### src/design/bmff_top_unused.sv
// spare file of the bridge mode block: holds no logic

### src/design/bmff_pkg.sv
// shared constants and types of the bridge mode and fault flag block
package bmff_pkg;
   // ==========================================
   // timing
   localparam int CLK_NS = 100;
   localparam int CLK_KHZ = 10000;
   localparam int OSC_INT_KHZ = 914;
   localparam int CHOP_DIV = 16;
   localparam int DEAD_NS = 200;
   localparam int DEAD_CYC = (DEAD_NS + CLK_NS - 1) / CLK_NS;
   // ==========================================
   // gate bit positions
   localparam int G_HA = 0;
   localparam int G_HB = 1;
   localparam int G_LA = 2;
   localparam int G_LB = 3;
   typedef enum logic [1:0] {
      BMFF_OFF = 2'b00,
      BMFF_CHARGE = 2'b01,
      BMFF_FAST = 2'b10,
      BMFF_SLOW = 2'b11
   } bmff_mode_e;
   // ==========================================
   // register offsets
   localparam logic [7:0] A_CTRL = 8'h00;
   localparam logic [7:0] A_CHG = 8'h01;
   localparam logic [7:0] A_STAT = 8'h02;
   localparam logic [7:0] A_MASK = 8'h03;
   localparam logic [7:0] A_FLAG = 8'h04;
   localparam logic [7:0] A_ANGLE = 8'h05;
   // ==========================================
   // fields and reset values
   localparam int C_SLEEP = 0;
   localparam int C_EN_A = 1;
   localparam int C_SLOW_A = 3;
   localparam logic [7:0] CTRL_MASK = 8'h1F;
   localparam logic [7:0] CTRL_RST = 8'h00;
   localparam logic [3:0] CHG_RST = 4'h8;
   localparam logic [3:0] MASK_RST = 4'h0;
   localparam int E_TSD = 0;
   localparam int E_ISD = 1;
   localparam int E_UV = 2;
   localparam int E_HOME = 3;
   localparam int SY_TSD = 0;
   localparam int SY_ISD = 1;
   localparam int SY_UV = 2;
   localparam int SY_ARST = 3;
   localparam int SY_RES = 4;
   localparam int ANGLE_W = 7;
   localparam logic [6:0] ANGLE_HOME = 7'h10;

   // ==========================================
   // switch table for one leg pair
   function automatic logic [3:0] bmff_decode(bmff_mode_e m, logic rev);
      logic [3:0] g;
      g = 4'h0;
      case (m)
         BMFF_CHARGE: g = rev ? 4'h6 : 4'h9;
         BMFF_FAST: g = rev ? 4'h9 : 4'h6;
         BMFF_SLOW: g = 4'hC;
         default: g = 4'h0;
      endcase
      return g;
   endfunction : bmff_decode
endpackage : bmff_pkg

### src/design/bmff_ch_if.sv
// request and gate bundle between the top and one bridge sequencer
`timescale 1ns/10ps
interface bmff_ch_if;
   import bmff_pkg::*;
   bmff_mode_e mode;
   logic dir;
   logic [3:0] gates;
   modport ctl (output mode, output dir, input gates);
   modport brg (input mode, input dir, output gates);
endinterface : bmff_ch_if

### src/design/bmff_top.sv
// bridge mode selection, fault latches, open-drain flags and registers
// ==========================================
`timescale 1ns/10ps
module bmff_top import bmff_pkg::*; (
   // clock and reset
   input wire logic clk,
   input wire logic sys_rst,
   // register port
   input wire logic [7:0] reg_addr,
   input wire logic [7:0] reg_wdata,
   input wire logic reg_wr,
   input wire logic reg_rd,
   output logic [7:0] reg_rdata,
   output logic irq,
   // detector levels and pins
   input wire logic thermal_shutdown,
   input wire logic overcurrent_detect,
   input wire logic motor_supply_low,
   input wire logic angle_reset,
   input wire logic chop_timing_pin,
   // sequencer
   input wire logic step_pulse,
   input wire logic step_dir,
   input wire logic [1:0] current_dir,
   // bridge gates, channel a then b
   output logic [1:0][3:0] bridge_gates,
   // open-drain flags
   output logic angle_home_flag_drv,
   output logic angle_home_flag_en,
   output logic combined_fault_flag_drv,
   output logic combined_fault_flag_en,
   output logic thermal_fault_flag_drv,
   output logic thermal_fault_flag_en
);
   typedef struct packed {
      logic [4:0] sy1;
      logic [4:0] sy2;
      logic [7:0] ctrl;
      logic [3:0] chg;
      logic [3:0] mask;
      logic [3:0] stat;
      logic tsd_l;
      logic isd_l;
      logic lo1;
      logic uv_q;
      logic [ANGLE_W-1:0] angle;
      logic home;
      logic [7:0] rdata;
   } bmff_top_s;

   localparam bmff_top_s RST_S = '{
      sy1: 5'h00,
      sy2: 5'h00,
      ctrl: CTRL_RST,
      chg: CHG_RST,
      mask: MASK_RST,
      stat: 4'h0,
      tsd_l: 1'b0,
      isd_l: 1'b0,
      lo1: 1'b0,
      uv_q: 1'b0,
      angle: ANGLE_HOME,
      home: 1'b1,
      rdata: 8'h00
   };

   bmff_top_s r;
   bmff_top_s n;
   logic uv;
   logic clr;
   logic kill;
   logic [3:0] phase;

   // ==========================================
   // fault summary
   assign uv = r.sy2[SY_UV];
   // a low supply is treated as the supply going away, so it releases
   assign clr = r.ctrl[C_SLEEP] | uv;
   assign kill = r.tsd_l | r.isd_l | uv | r.ctrl[C_SLEEP];

   // ==========================================
   // chopping timebase
   bmff_chop u_chop (
      .clk(clk),
      .sys_rst(sys_rst),
      .ext_osc(r.sy2[SY_RES]),
      .phase(phase)
   );

   // ==========================================
   // channels: charge first in each period, then the chosen decay
   genvar i;
   for (i = 0; i < 2; i++) begin : g_ch
      bmff_ch_if ch ();
      always_comb begin
         if (kill || !r.ctrl[C_EN_A + i]) begin
            ch.mode = BMFF_OFF;
         end else if (phase < r.chg) begin
            ch.mode = BMFF_CHARGE;
         end else if (r.ctrl[C_SLOW_A + i]) begin
            ch.mode = BMFF_SLOW;
         end else begin
            ch.mode = BMFF_FAST;
         end
      end
      assign ch.dir = current_dir[i];
      bmff_bridge u_brg (
         .clk(clk),
         .sys_rst(sys_rst),
         .ch(ch.brg)
      );
      assign bridge_gates[i] = ch.gates;
   end

   // ==========================================
   // next state
   always_comb begin
      logic [3:0] ev;
      logic [3:0] wclr;
      ev = 4'h0;
      wclr = 4'h0;
      n = r;
      // pins pass two flops before use
      n.sy1 = {chop_timing_pin, angle_reset, motor_supply_low,
         overcurrent_detect, thermal_shutdown};
      n.sy2 = r.sy1;
      n.uv_q = uv;

      // detection sets win over the release
      n.tsd_l = r.sy2[SY_TSD] | (r.tsd_l & ~clr);
      n.isd_l = r.sy2[SY_ISD] | (r.isd_l & ~clr);
      n.lo1 = n.tsd_l | n.isd_l;

      // electrical angle
      if (r.sy2[SY_ARST]) begin
         n.angle = ANGLE_HOME;
      end else if (step_pulse) begin
         if (step_dir) begin
            n.angle = r.angle - 7'h01;
         end else begin
            n.angle = r.angle + 7'h01;
         end
      end
      n.home = (n.angle == ANGLE_HOME);

      // events
      ev[E_TSD] = n.tsd_l & ~r.tsd_l;
      ev[E_ISD] = n.isd_l & ~r.isd_l;
      ev[E_UV] = uv & ~r.uv_q;
      ev[E_HOME] = n.home & ~r.home;

      // writes
      if (reg_wr) begin
         if (reg_addr == A_CTRL) begin
            n.ctrl = reg_wdata & CTRL_MASK;
         end else if (reg_addr == A_CHG) begin
            n.chg = reg_wdata[3:0];
         end else if (reg_addr == A_STAT) begin
            wclr = reg_wdata[3:0];
         end else if (reg_addr == A_MASK) begin
            n.mask = reg_wdata[3:0];
         end
      end
      // an event in the clearing cycle stays set
      n.stat = (r.stat & ~wclr) | ev;

      // reads: data valid only in the cycle after the strobe
      n.rdata = 8'h00;
      if (reg_rd) begin
         if (reg_addr == A_CTRL) begin
            n.rdata = r.ctrl;
         end else if (reg_addr == A_CHG) begin
            n.rdata = {4'h0, r.chg};
         end else if (reg_addr == A_STAT) begin
            n.rdata = {4'h0, r.stat};
         end else if (reg_addr == A_MASK) begin
            n.rdata = {4'h0, r.mask};
         end else if (reg_addr == A_FLAG) begin
            n.rdata = {4'h0, r.sy2[SY_RES], uv, r.isd_l, r.tsd_l};
         end else if (reg_addr == A_ANGLE) begin
            n.rdata = {1'b0, r.angle};
         end
      end
   end

   always_ff @(posedge clk) begin
      if (sys_rst) begin
         r <= RST_S;
      end else begin
         r <= n;
      end
   end

   // ==========================================
   // outputs
   assign reg_rdata = r.rdata;
   assign irq = |(r.stat & r.mask);
   // open drain: the level is always low, only the enable moves
   assign angle_home_flag_drv = 1'b0;
   assign combined_fault_flag_drv = 1'b0;
   assign thermal_fault_flag_drv = 1'b0;
   assign angle_home_flag_en = r.home;
   assign combined_fault_flag_en = r.lo1;
   assign thermal_fault_flag_en = r.tsd_l;
endmodule : bmff_top

### src/design/bmff_chop.sv
// chopping oscillator select and divide-by-16 phase counter
`timescale 1ns/10ps
module bmff_chop import bmff_pkg::*; #(
   parameter int OSC_KHZ = OSC_INT_KHZ
) (
   // clock and reset
   input wire logic clk,
   input wire logic sys_rst,
   // resistor fitted on the timing pin
   input wire logic ext_osc,
   // chopping phase
   output logic [3:0] phase
);
   localparam logic [13:0] INC = 14'(OSC_KHZ);
   localparam logic [13:0] LIM = 14'(CLK_KHZ);
   typedef struct packed {
      logic [13:0] acc;
      logic tick;
      logic [3:0] phase;
   } bmff_chop_s;
   bmff_chop_s r;
   bmff_chop_s n;

   if (OSC_KHZ < 1 || OSC_KHZ >= CLK_KHZ || CHOP_DIV != 16) begin : g_bad
      $error("bmff_chop: oscillator rate not served");
   end

   // ==========================================
   // oscillator: external resistor runs at clock rate, else fractional ticks
   always_comb begin
      logic [13:0] sum;
      sum = r.acc + INC;
      n = r;
      if (ext_osc) begin
         n.tick = 1'b1;
         n.acc = 14'h0000;
      end else if (sum >= LIM) begin
         n.tick = 1'b1;
         n.acc = sum - LIM;
      end else begin
         n.tick = 1'b0;
         n.acc = sum;
      end
      if (r.tick) begin
         n.phase = r.phase + 4'h1;
      end
   end

   always_ff @(posedge clk) begin
      if (sys_rst) begin
         r <= '0;
      end else begin
         r <= n;
      end
   end

   assign phase = r.phase;
endmodule : bmff_chop

### src/design/bmff_bridge.sv
// one h-bridge: mode to switch states with dead time between changes
`timescale 1ns/10ps
module bmff_bridge import bmff_pkg::*; #(
   parameter int DEAD = DEAD_CYC
) (
   // clock and reset
   input wire logic clk,
   input wire logic sys_rst,
   // channel request and gates
   bmff_ch_if.brg ch
);
   typedef struct packed {
      bmff_mode_e mode;
      logic dir;
      logic [3:0] cnt;
      logic [3:0] gates;
   } bmff_brg_s;
   localparam bmff_brg_s RST_S = '{BMFF_OFF, 1'b0, 4'(DEAD), 4'h0};
   bmff_brg_s r;
   bmff_brg_s n;

   if (DEAD < 1 || DEAD > 15) begin : g_bad
      $error("bmff_bridge: dead time out of range");
   end

   // ==========================================
   // off is immediate; any other change first opens every switch
   always_comb begin
      n = r;
      if (ch.mode == BMFF_OFF) begin
         n = RST_S;
      end else if (ch.mode != r.mode || ch.dir != r.dir) begin
         n.mode = ch.mode;
         n.dir = ch.dir;
         n.cnt = 4'(DEAD);
         n.gates = 4'h0;
      end else if (r.cnt != 4'h0) begin
         n.cnt = r.cnt - 4'h1;
         n.gates = 4'h0;
      end else begin
         n.gates = bmff_decode(r.mode, r.dir);
      end
   end

   always_ff @(posedge clk) begin
      if (sys_rst) begin
         r <= RST_S;
      end else begin
         r <= n;
      end
   end

   assign ch.gates = r.gates;
endmodule : bmff_bridge

### config.mk
export PLATFORM = sky130hd
export DESIGN_NAME = bmff_top
export DESIGN_NICKNAME = d
export VERILOG_FILES = /design/src/design/bmff_top_unused.sv /design/src/design/bmff_pkg.sv /design/src/design/bmff_ch_if.sv /design/src/design/bmff_top.sv /design/src/design/bmff_chop.sv /design/src/design/bmff_bridge.sv
export SDC_FILE = /design/constraint.sdc
export NUM_CORES = 1
export LEC_CHECK = 0
export ABC_CLOCK_PERIOD_IN_PS = 3100
export BUFFER_PORTS_ARGS = -buffer_cell sky130_fd_sc_hd__buf_2
export CORE_ASPECT_RATIO = 1.2
export CORE_MARGIN = 2
export CORE_UTILIZATION = 35
export CTS_CLUSTER_DIAMETER = 50
export DETAILED_ROUTE_END_ITERATION = 7
export GPL_ROUTABILITY_DRIVEN = 0
export PLACE_DENSITY = 0.63
export SLEW_MARGIN = 30
export SYNTH_ARGS = -nofsm -noshare
export SYNTH_HDL_FRONTEND = slang
export SYNTH_SLANG_ARGS = --single-unit
### constraint.sdc
create_clock -name clk -period 3.1 [get_ports clk]
set_input_delay 0.62 -clock clk [delete_from_list [all_inputs] [get_ports clk]]
set_output_delay 0.62 -clock clk [all_outputs]
set_load 0.1 [all_outputs]
[Word level (Yosys, flattened, before mapping)]
Cells that the tools add are included.
Operators by class
  $add $sub $neg: 7
  $lt $le $gt $ge: 2
  equal/unequal tests: 16
  muxes and demuxes: 27
  bitwise operators: 27
  reduce and logical (&&, ||, !) cells: 25
Operator list (count)
  two-way mux 4 bit: 8
  two-way mux 5 bit: 6
  one-hot mux 4 bit (3 select lines): 2
  two-way mux 7 bit: 3
  equality test 8 x 2 -> 1 bit, second input constant: 2
  equality test 8 x 3 -> 1 bit, second input constant: 2
  two-way mux 15 bit: 1
  adder 14 x 10 -> 14 bit, second input constant: 1
  >= comparator 14 bit, second input constant: 1
  subtractor 14 bit, second input constant: 1
  OR reduction 4 bit: 3
  inverter 1 bit: 10
  bitwise AND 4 bit: 2
  equality test 2 bit, second input constant: 4
  equality test 8 x 1 -> 1 bit, second input constant: 1
  logical NOT 8 bit: 1
  two-way mux 2 bit: 4
  nonzero test 4 bit: 2
  OR reduction 2 bit: 4
  OR reduction 8 bit: 1
  subtractor 4 x 1 -> 4 bit, second input constant: 2
  adder 7 x 1 -> 7 bit, second input constant: 1
  equality test 7 x 5 -> 1 bit, second input constant: 1
  OR 1 bit: 7
  other kinds (18): 34
Word-level totals
  register bits after elaboration: 88
  input bits: 29
  output and inout bits: 23
  word-level logic and storage cells: 130

[Longest topological paths before layout]
  word-level depth: 8
  gate-level depth with buffers: 9

[Modules after synthesis]
From an unflattened synthesis, not the netlist that was laid out.
Unflattened totals
  cells, all modules: 544
  area, all modules: 4770.8 µm²
By module, submodules not included
  bmff_top: instances 1, cells an instance 273, area an instance 2316.0 µm², sequential area each 920.9 µm²
  bmff_chop: instances 1, cells an instance 165, area an instance 1371.3 µm², sequential area each 360.3 µm²
  bmff_bridge: instances 2, cells an instance 53, area an instance 541.8 µm², sequential area each 220.2 µm²

[Least setup slack after synthesis]
OpenSTA, ideal clock, no wires.
  path kind: register -> register
  start point: register r (netlist bit thermal_fault_flag_en)
  end point: register g_ch[0].u_brg.r[5] (netlist bit)
  arrival: 2.327 ns
  setup slack: 0.646 ns
  cell stages (with the launch flop): 7
  path buffers: 0
  clock period less this slack: 2.454 ns
  path through: dfxtp_1 nor4_2 and2_1 or3_1 mux2i_1 o21ai_1 or3_1
On the way
  cells in the longest elaborated chain, start to end: 8
  elaborated cells between the ends (all ways): 9
  classes of those cells: 1 x eq/ne; 1 x mux; 3 x bitwise; 4 x reduce/logical
RTL lines
  start: declaration: RTL line bmff_top.sv:67  | bmff_top_s r;
  start signal: assignment: RTL line bmff_top.sv:190  | r <= n;
  OR 1 bit (*) (3 in series): RTL line bmff_top.sv:79  | assign kill = r.tsd_l | r.isd_l | uv | r.ctrl[C_SLEEP];
  logical OR 1 bit (*): RTL line bmff_top.sv:96  | if (kill || !r.ctrl[C_EN_A + i]) begin
  two-way mux 2 bit (*): RTL line bmff_top.sv:96
  inequality test 2 bit: RTL line bmff_bridge.sv:32  | end else if (ch.mode != r.mode || ch.dir != r.dir) begin
  logical OR 1 bit: RTL line bmff_bridge.sv:32
  OR reduction 3 bit (no line) (*)
  end signal: assignment: RTL line bmff_bridge.sv:49  | r <= n;
  end: declaration: RTL line bmff_bridge.sv:19  | bmff_brg_s r;
Every way passes the cells marked *; elsewhere a longest branch is shown, timed or not.
A chain may end at the register's enable or synchronous reset.

[Worst setup path in the final report]
  start point: register u_chop.r[6] (netlist bit)
  end point: register u_chop.r[10] (netlist bit)
On the way
  cells in the longest elaborated chain, start to end: 3
  elaborated cells between the ends (all ways): 4
  classes of those cells: 2 x add/sub; 1 x order compare; 1 x mux
RTL lines
  start: declaration: RTL line bmff_chop.sv:21  | bmff_chop_s r;
  start signal: assignment: RTL line bmff_chop.sv:53  | r <= n;
  adder 14 x 10 -> 14 bit (*): RTL line bmff_chop.sv:32  | sum = r.acc + INC;
  subtractor 14 bit / >= comparator 14 bit (equally long branches): RTL line bmff_chop.sv:39, bmff_chop.sv:37
  two-way mux 15 bit (*): RTL line bmff_chop.sv:37  | end else if (sum >= LIM) begin
Marked as above.

==> impl_results.md <==
* Outcome: finished, final reports clean
* Pre-CTS setup slack at around 0.46 ns
* Final worst-path cycle share at 0.824
* Netlist cell types at 80
* Die height at between 100 and 150 microns
* Number of port buffers at 44
* DRT Pass-1 Iters at 4
* Largest family of logic cells by synthesized area: simple AND/OR/NAND/NOR gates
* Crit-path max FO at 8
* Most common cell after layout, fill and taps aside: dfxtp_1
* Unrepaired setup endpoints after global routing: false
* Final hold viol count at 0
* Vias at around 3700
* Initial antenna violation count at 0
* Area Growth Syn to Fin at 11.6%
* Placed wire-length estimate at between 7000 and 8000 microns
* Most frequent cells in the layout: dfxtp_1, nor2_1, buf_2
* GRT Total Usage at 0.147
* H-tree levels at 3
* Root Driver: clkbuf_16
* Compound-Gate Fraction of Synth Area at 0.172
* Clk_skew at about 0.012 ns
* Most used DFF post-synth: dfxtp_1
* Critical path launch point type: flip-flop
* Post-CTS setup buffers at 0
* Die W at around 110 microns
* Crit Path Class: flip-flop to flip-flop
* Min cycle time layout at roughly 2.6 ns
* Post-synth top area cell: dfxtp_1
* CP Capture Type: flip-flop
* Initial drt markers at roughly 180
* Static Leak at approximately 2.2 nW
* Worst EP arrival at 2.83 ns
* Mux cell area share after synthesis at 0.0619
* Die area at 14300 sq um
* Area share of the largest cell type after synthesis at 0.369
* Avg Inst Size Synth at approximately 8.9 sq um
* VDD IR max at about 0.35 mV
* Avg WL per Cell at 13.8 microns
* First-pass GRT wire length at roughly 17000 microns
* Area contributors post-synth: dfxtp_1, nor2_1, mux2i_1
* Fraction of layout cells with a size suffix above 1 at 0.174
* Core area at 13100 sq um
* Drt via density at around 5.1
* XOR/XNOR share of the synthesized area at 0.0450
* Final slew viol count at 0
* PwrDens at about 540 nW/um^2
* Yosys warns at 0
* Achievable Freq at 0.391 GHz
* Row cnt at 46
* CTS resizes at 0
* CTS clock-pin slew for the worst setup and hold paths at roughly 0.07 ns
* Synthesized instance count at approximately 530
* Nets at between 500 and 600
* Endpoints failing setup at 0
* Placement Cell Area at 4880 sq um
* Num CTS Buffers at 9
* Worst setup margin at approximately 0.54 ns
* Mapped Area at 4670 sq um
* Largest net degree at the start of global routing at 24
* Gr ovfl total at 0
* Post-Synth Adder-Cell Area at 0.0471
* Total detailed-routing wirelength at a little under 10000 microns
* EDFF count, synth at 0
* FF+latch count, synth at 86
* Asr flop ratio synth at 0
* Clock latency on the worst-skew pair at about 0.34 ns
* Max Buffers Root-to-Sink at 2
* DRT antenna net count at 0
* Setup TNS at 0 ns
* Fin area at about 5200 sq um
* Initial core utilization at 0.356
* Final core utilization at 0.397
* Simple-Gate Fraction of Synth Area at 0.239
* Worst slew pin tran at approximately 0.60 ns
* Number of max-cap violations at 0
* Clock Sinks at 86
* # diodes at 0
* Max transition margin at 0.597
* HP Class: flip-flop to flip-flop
* Top Ports at 52
* Sequential fraction of the synthesis area at 0.369
* # DRC at 0
* Number of global-route vias before repair at 3486
* CTS tree: done
* CTS Hold Bufs at 0
* Worst hold margin at roughly 0.43 ns
* Critical path data required time at ~3.4 ns
-- cells in the mapped netlist, drive strengths merged (4+ instances only) --
cell type,instances
or3,5
nor4,7
nand4,7
inv,18
nor2b,25
a21oi,24
mux2,4
mux2i,24
nor2,80
o211ai,4
xor2,8
and2,10
buf,24
a22oi,13
dfxtp,86
and3,4
nand2b,6
nand2,31
xnor2,16
o21ai,15
ha,16
nor3,15
a21o,5
nand3,15
o21a,6
clkbuf,12
-- flip-flops by register name, summed over array words and instances (netlist names) --
signal                  flops
r                          30
g_ch.u_brg.r               14
u_chop.r                   14
g_ch.u_brg.ch.gates         8
reg_rdata                   7
n                           6
u_chop.phase                4
angle_home_flag_en          1
combined_fault_flag_en      1
thermal_fault_flag_en       1
-- through the flow --
step,cells,power [W]
2_1_floorplan,528,0.00157
3_3_place_gp,705,0.00164
3_5_place_dp,705,0.00165
4_1_cts,721,0.00284
5_1_grt,721,0.00294
6_report,721,0.00281
-- kinds of logic after synthesis --
family          count (synthesis)
buf+inv                        54
compound gates                100
flops                          86
mux                            28
xor+xnor                       24
simple gates                  215
fa+ha+maj                      17
other cells                     1
-- cell type report --
type | instances | area, sq um
Multi-Input combinational cell | 388 | 2660
Inverter | 18 | 67.6
Sequential cell | 86 | 1720
Tap cell | 168 | 210
Clock buffer | 10 | 239
Clock inverter | 6 | 92.6
Timing Repair Buffer | 45 | 228
Fill cell | 1329 | 7910
-- critical path, cell delays in order (launching register included) --
cell and delay [ns]:
dfxtp_1 0.38, ha_1 0.32, a21oi_4 0.34, xnor2_1 0.21, ha_1 0.25, and4bb_4 0.29, a22oi_4 0.10, o21ai_4 0.21
mux2_4 0.32, nor2_2 0.07
-- metal layers --
layer  up-vias  global-route usage  wire [microns]
met5         -                   0               0
met4         0              0.0521             230
met3        16              0.0322             386
met2        80               0.243            4750
met1      1728               0.188            4550
li1       1870                   -               -
-- where the power goes --
part | total (W) | internal [W] | leakage (nW) | switching (W)
sequential | 0.00121 | 0.00115 | 0.700 | 0.0000591
combinational | 0.000425 | 0.000166 | 1.32 | 0.000259
clock | 0.00118 | 0.000732 | 0.155 | 0.000450
total | 0.00281 | 0.00204 | 2.17 | 0.000768
-- worst paths after layout --
check / start / to / slack, ns / cells past startpoint
setup / recovery: u_chop.r[6] / u_chop.r[10] / 0.54 / 9
hold / removal: n[41] / r[41] / 0.43 / 1
setup reg to reg: u_chop.r[6] / u_chop.r[10] / 0.54 / 9
hold reg to reg: n[41] / r[41] / 0.43 / 1
(Power assumes the default switching activity.)
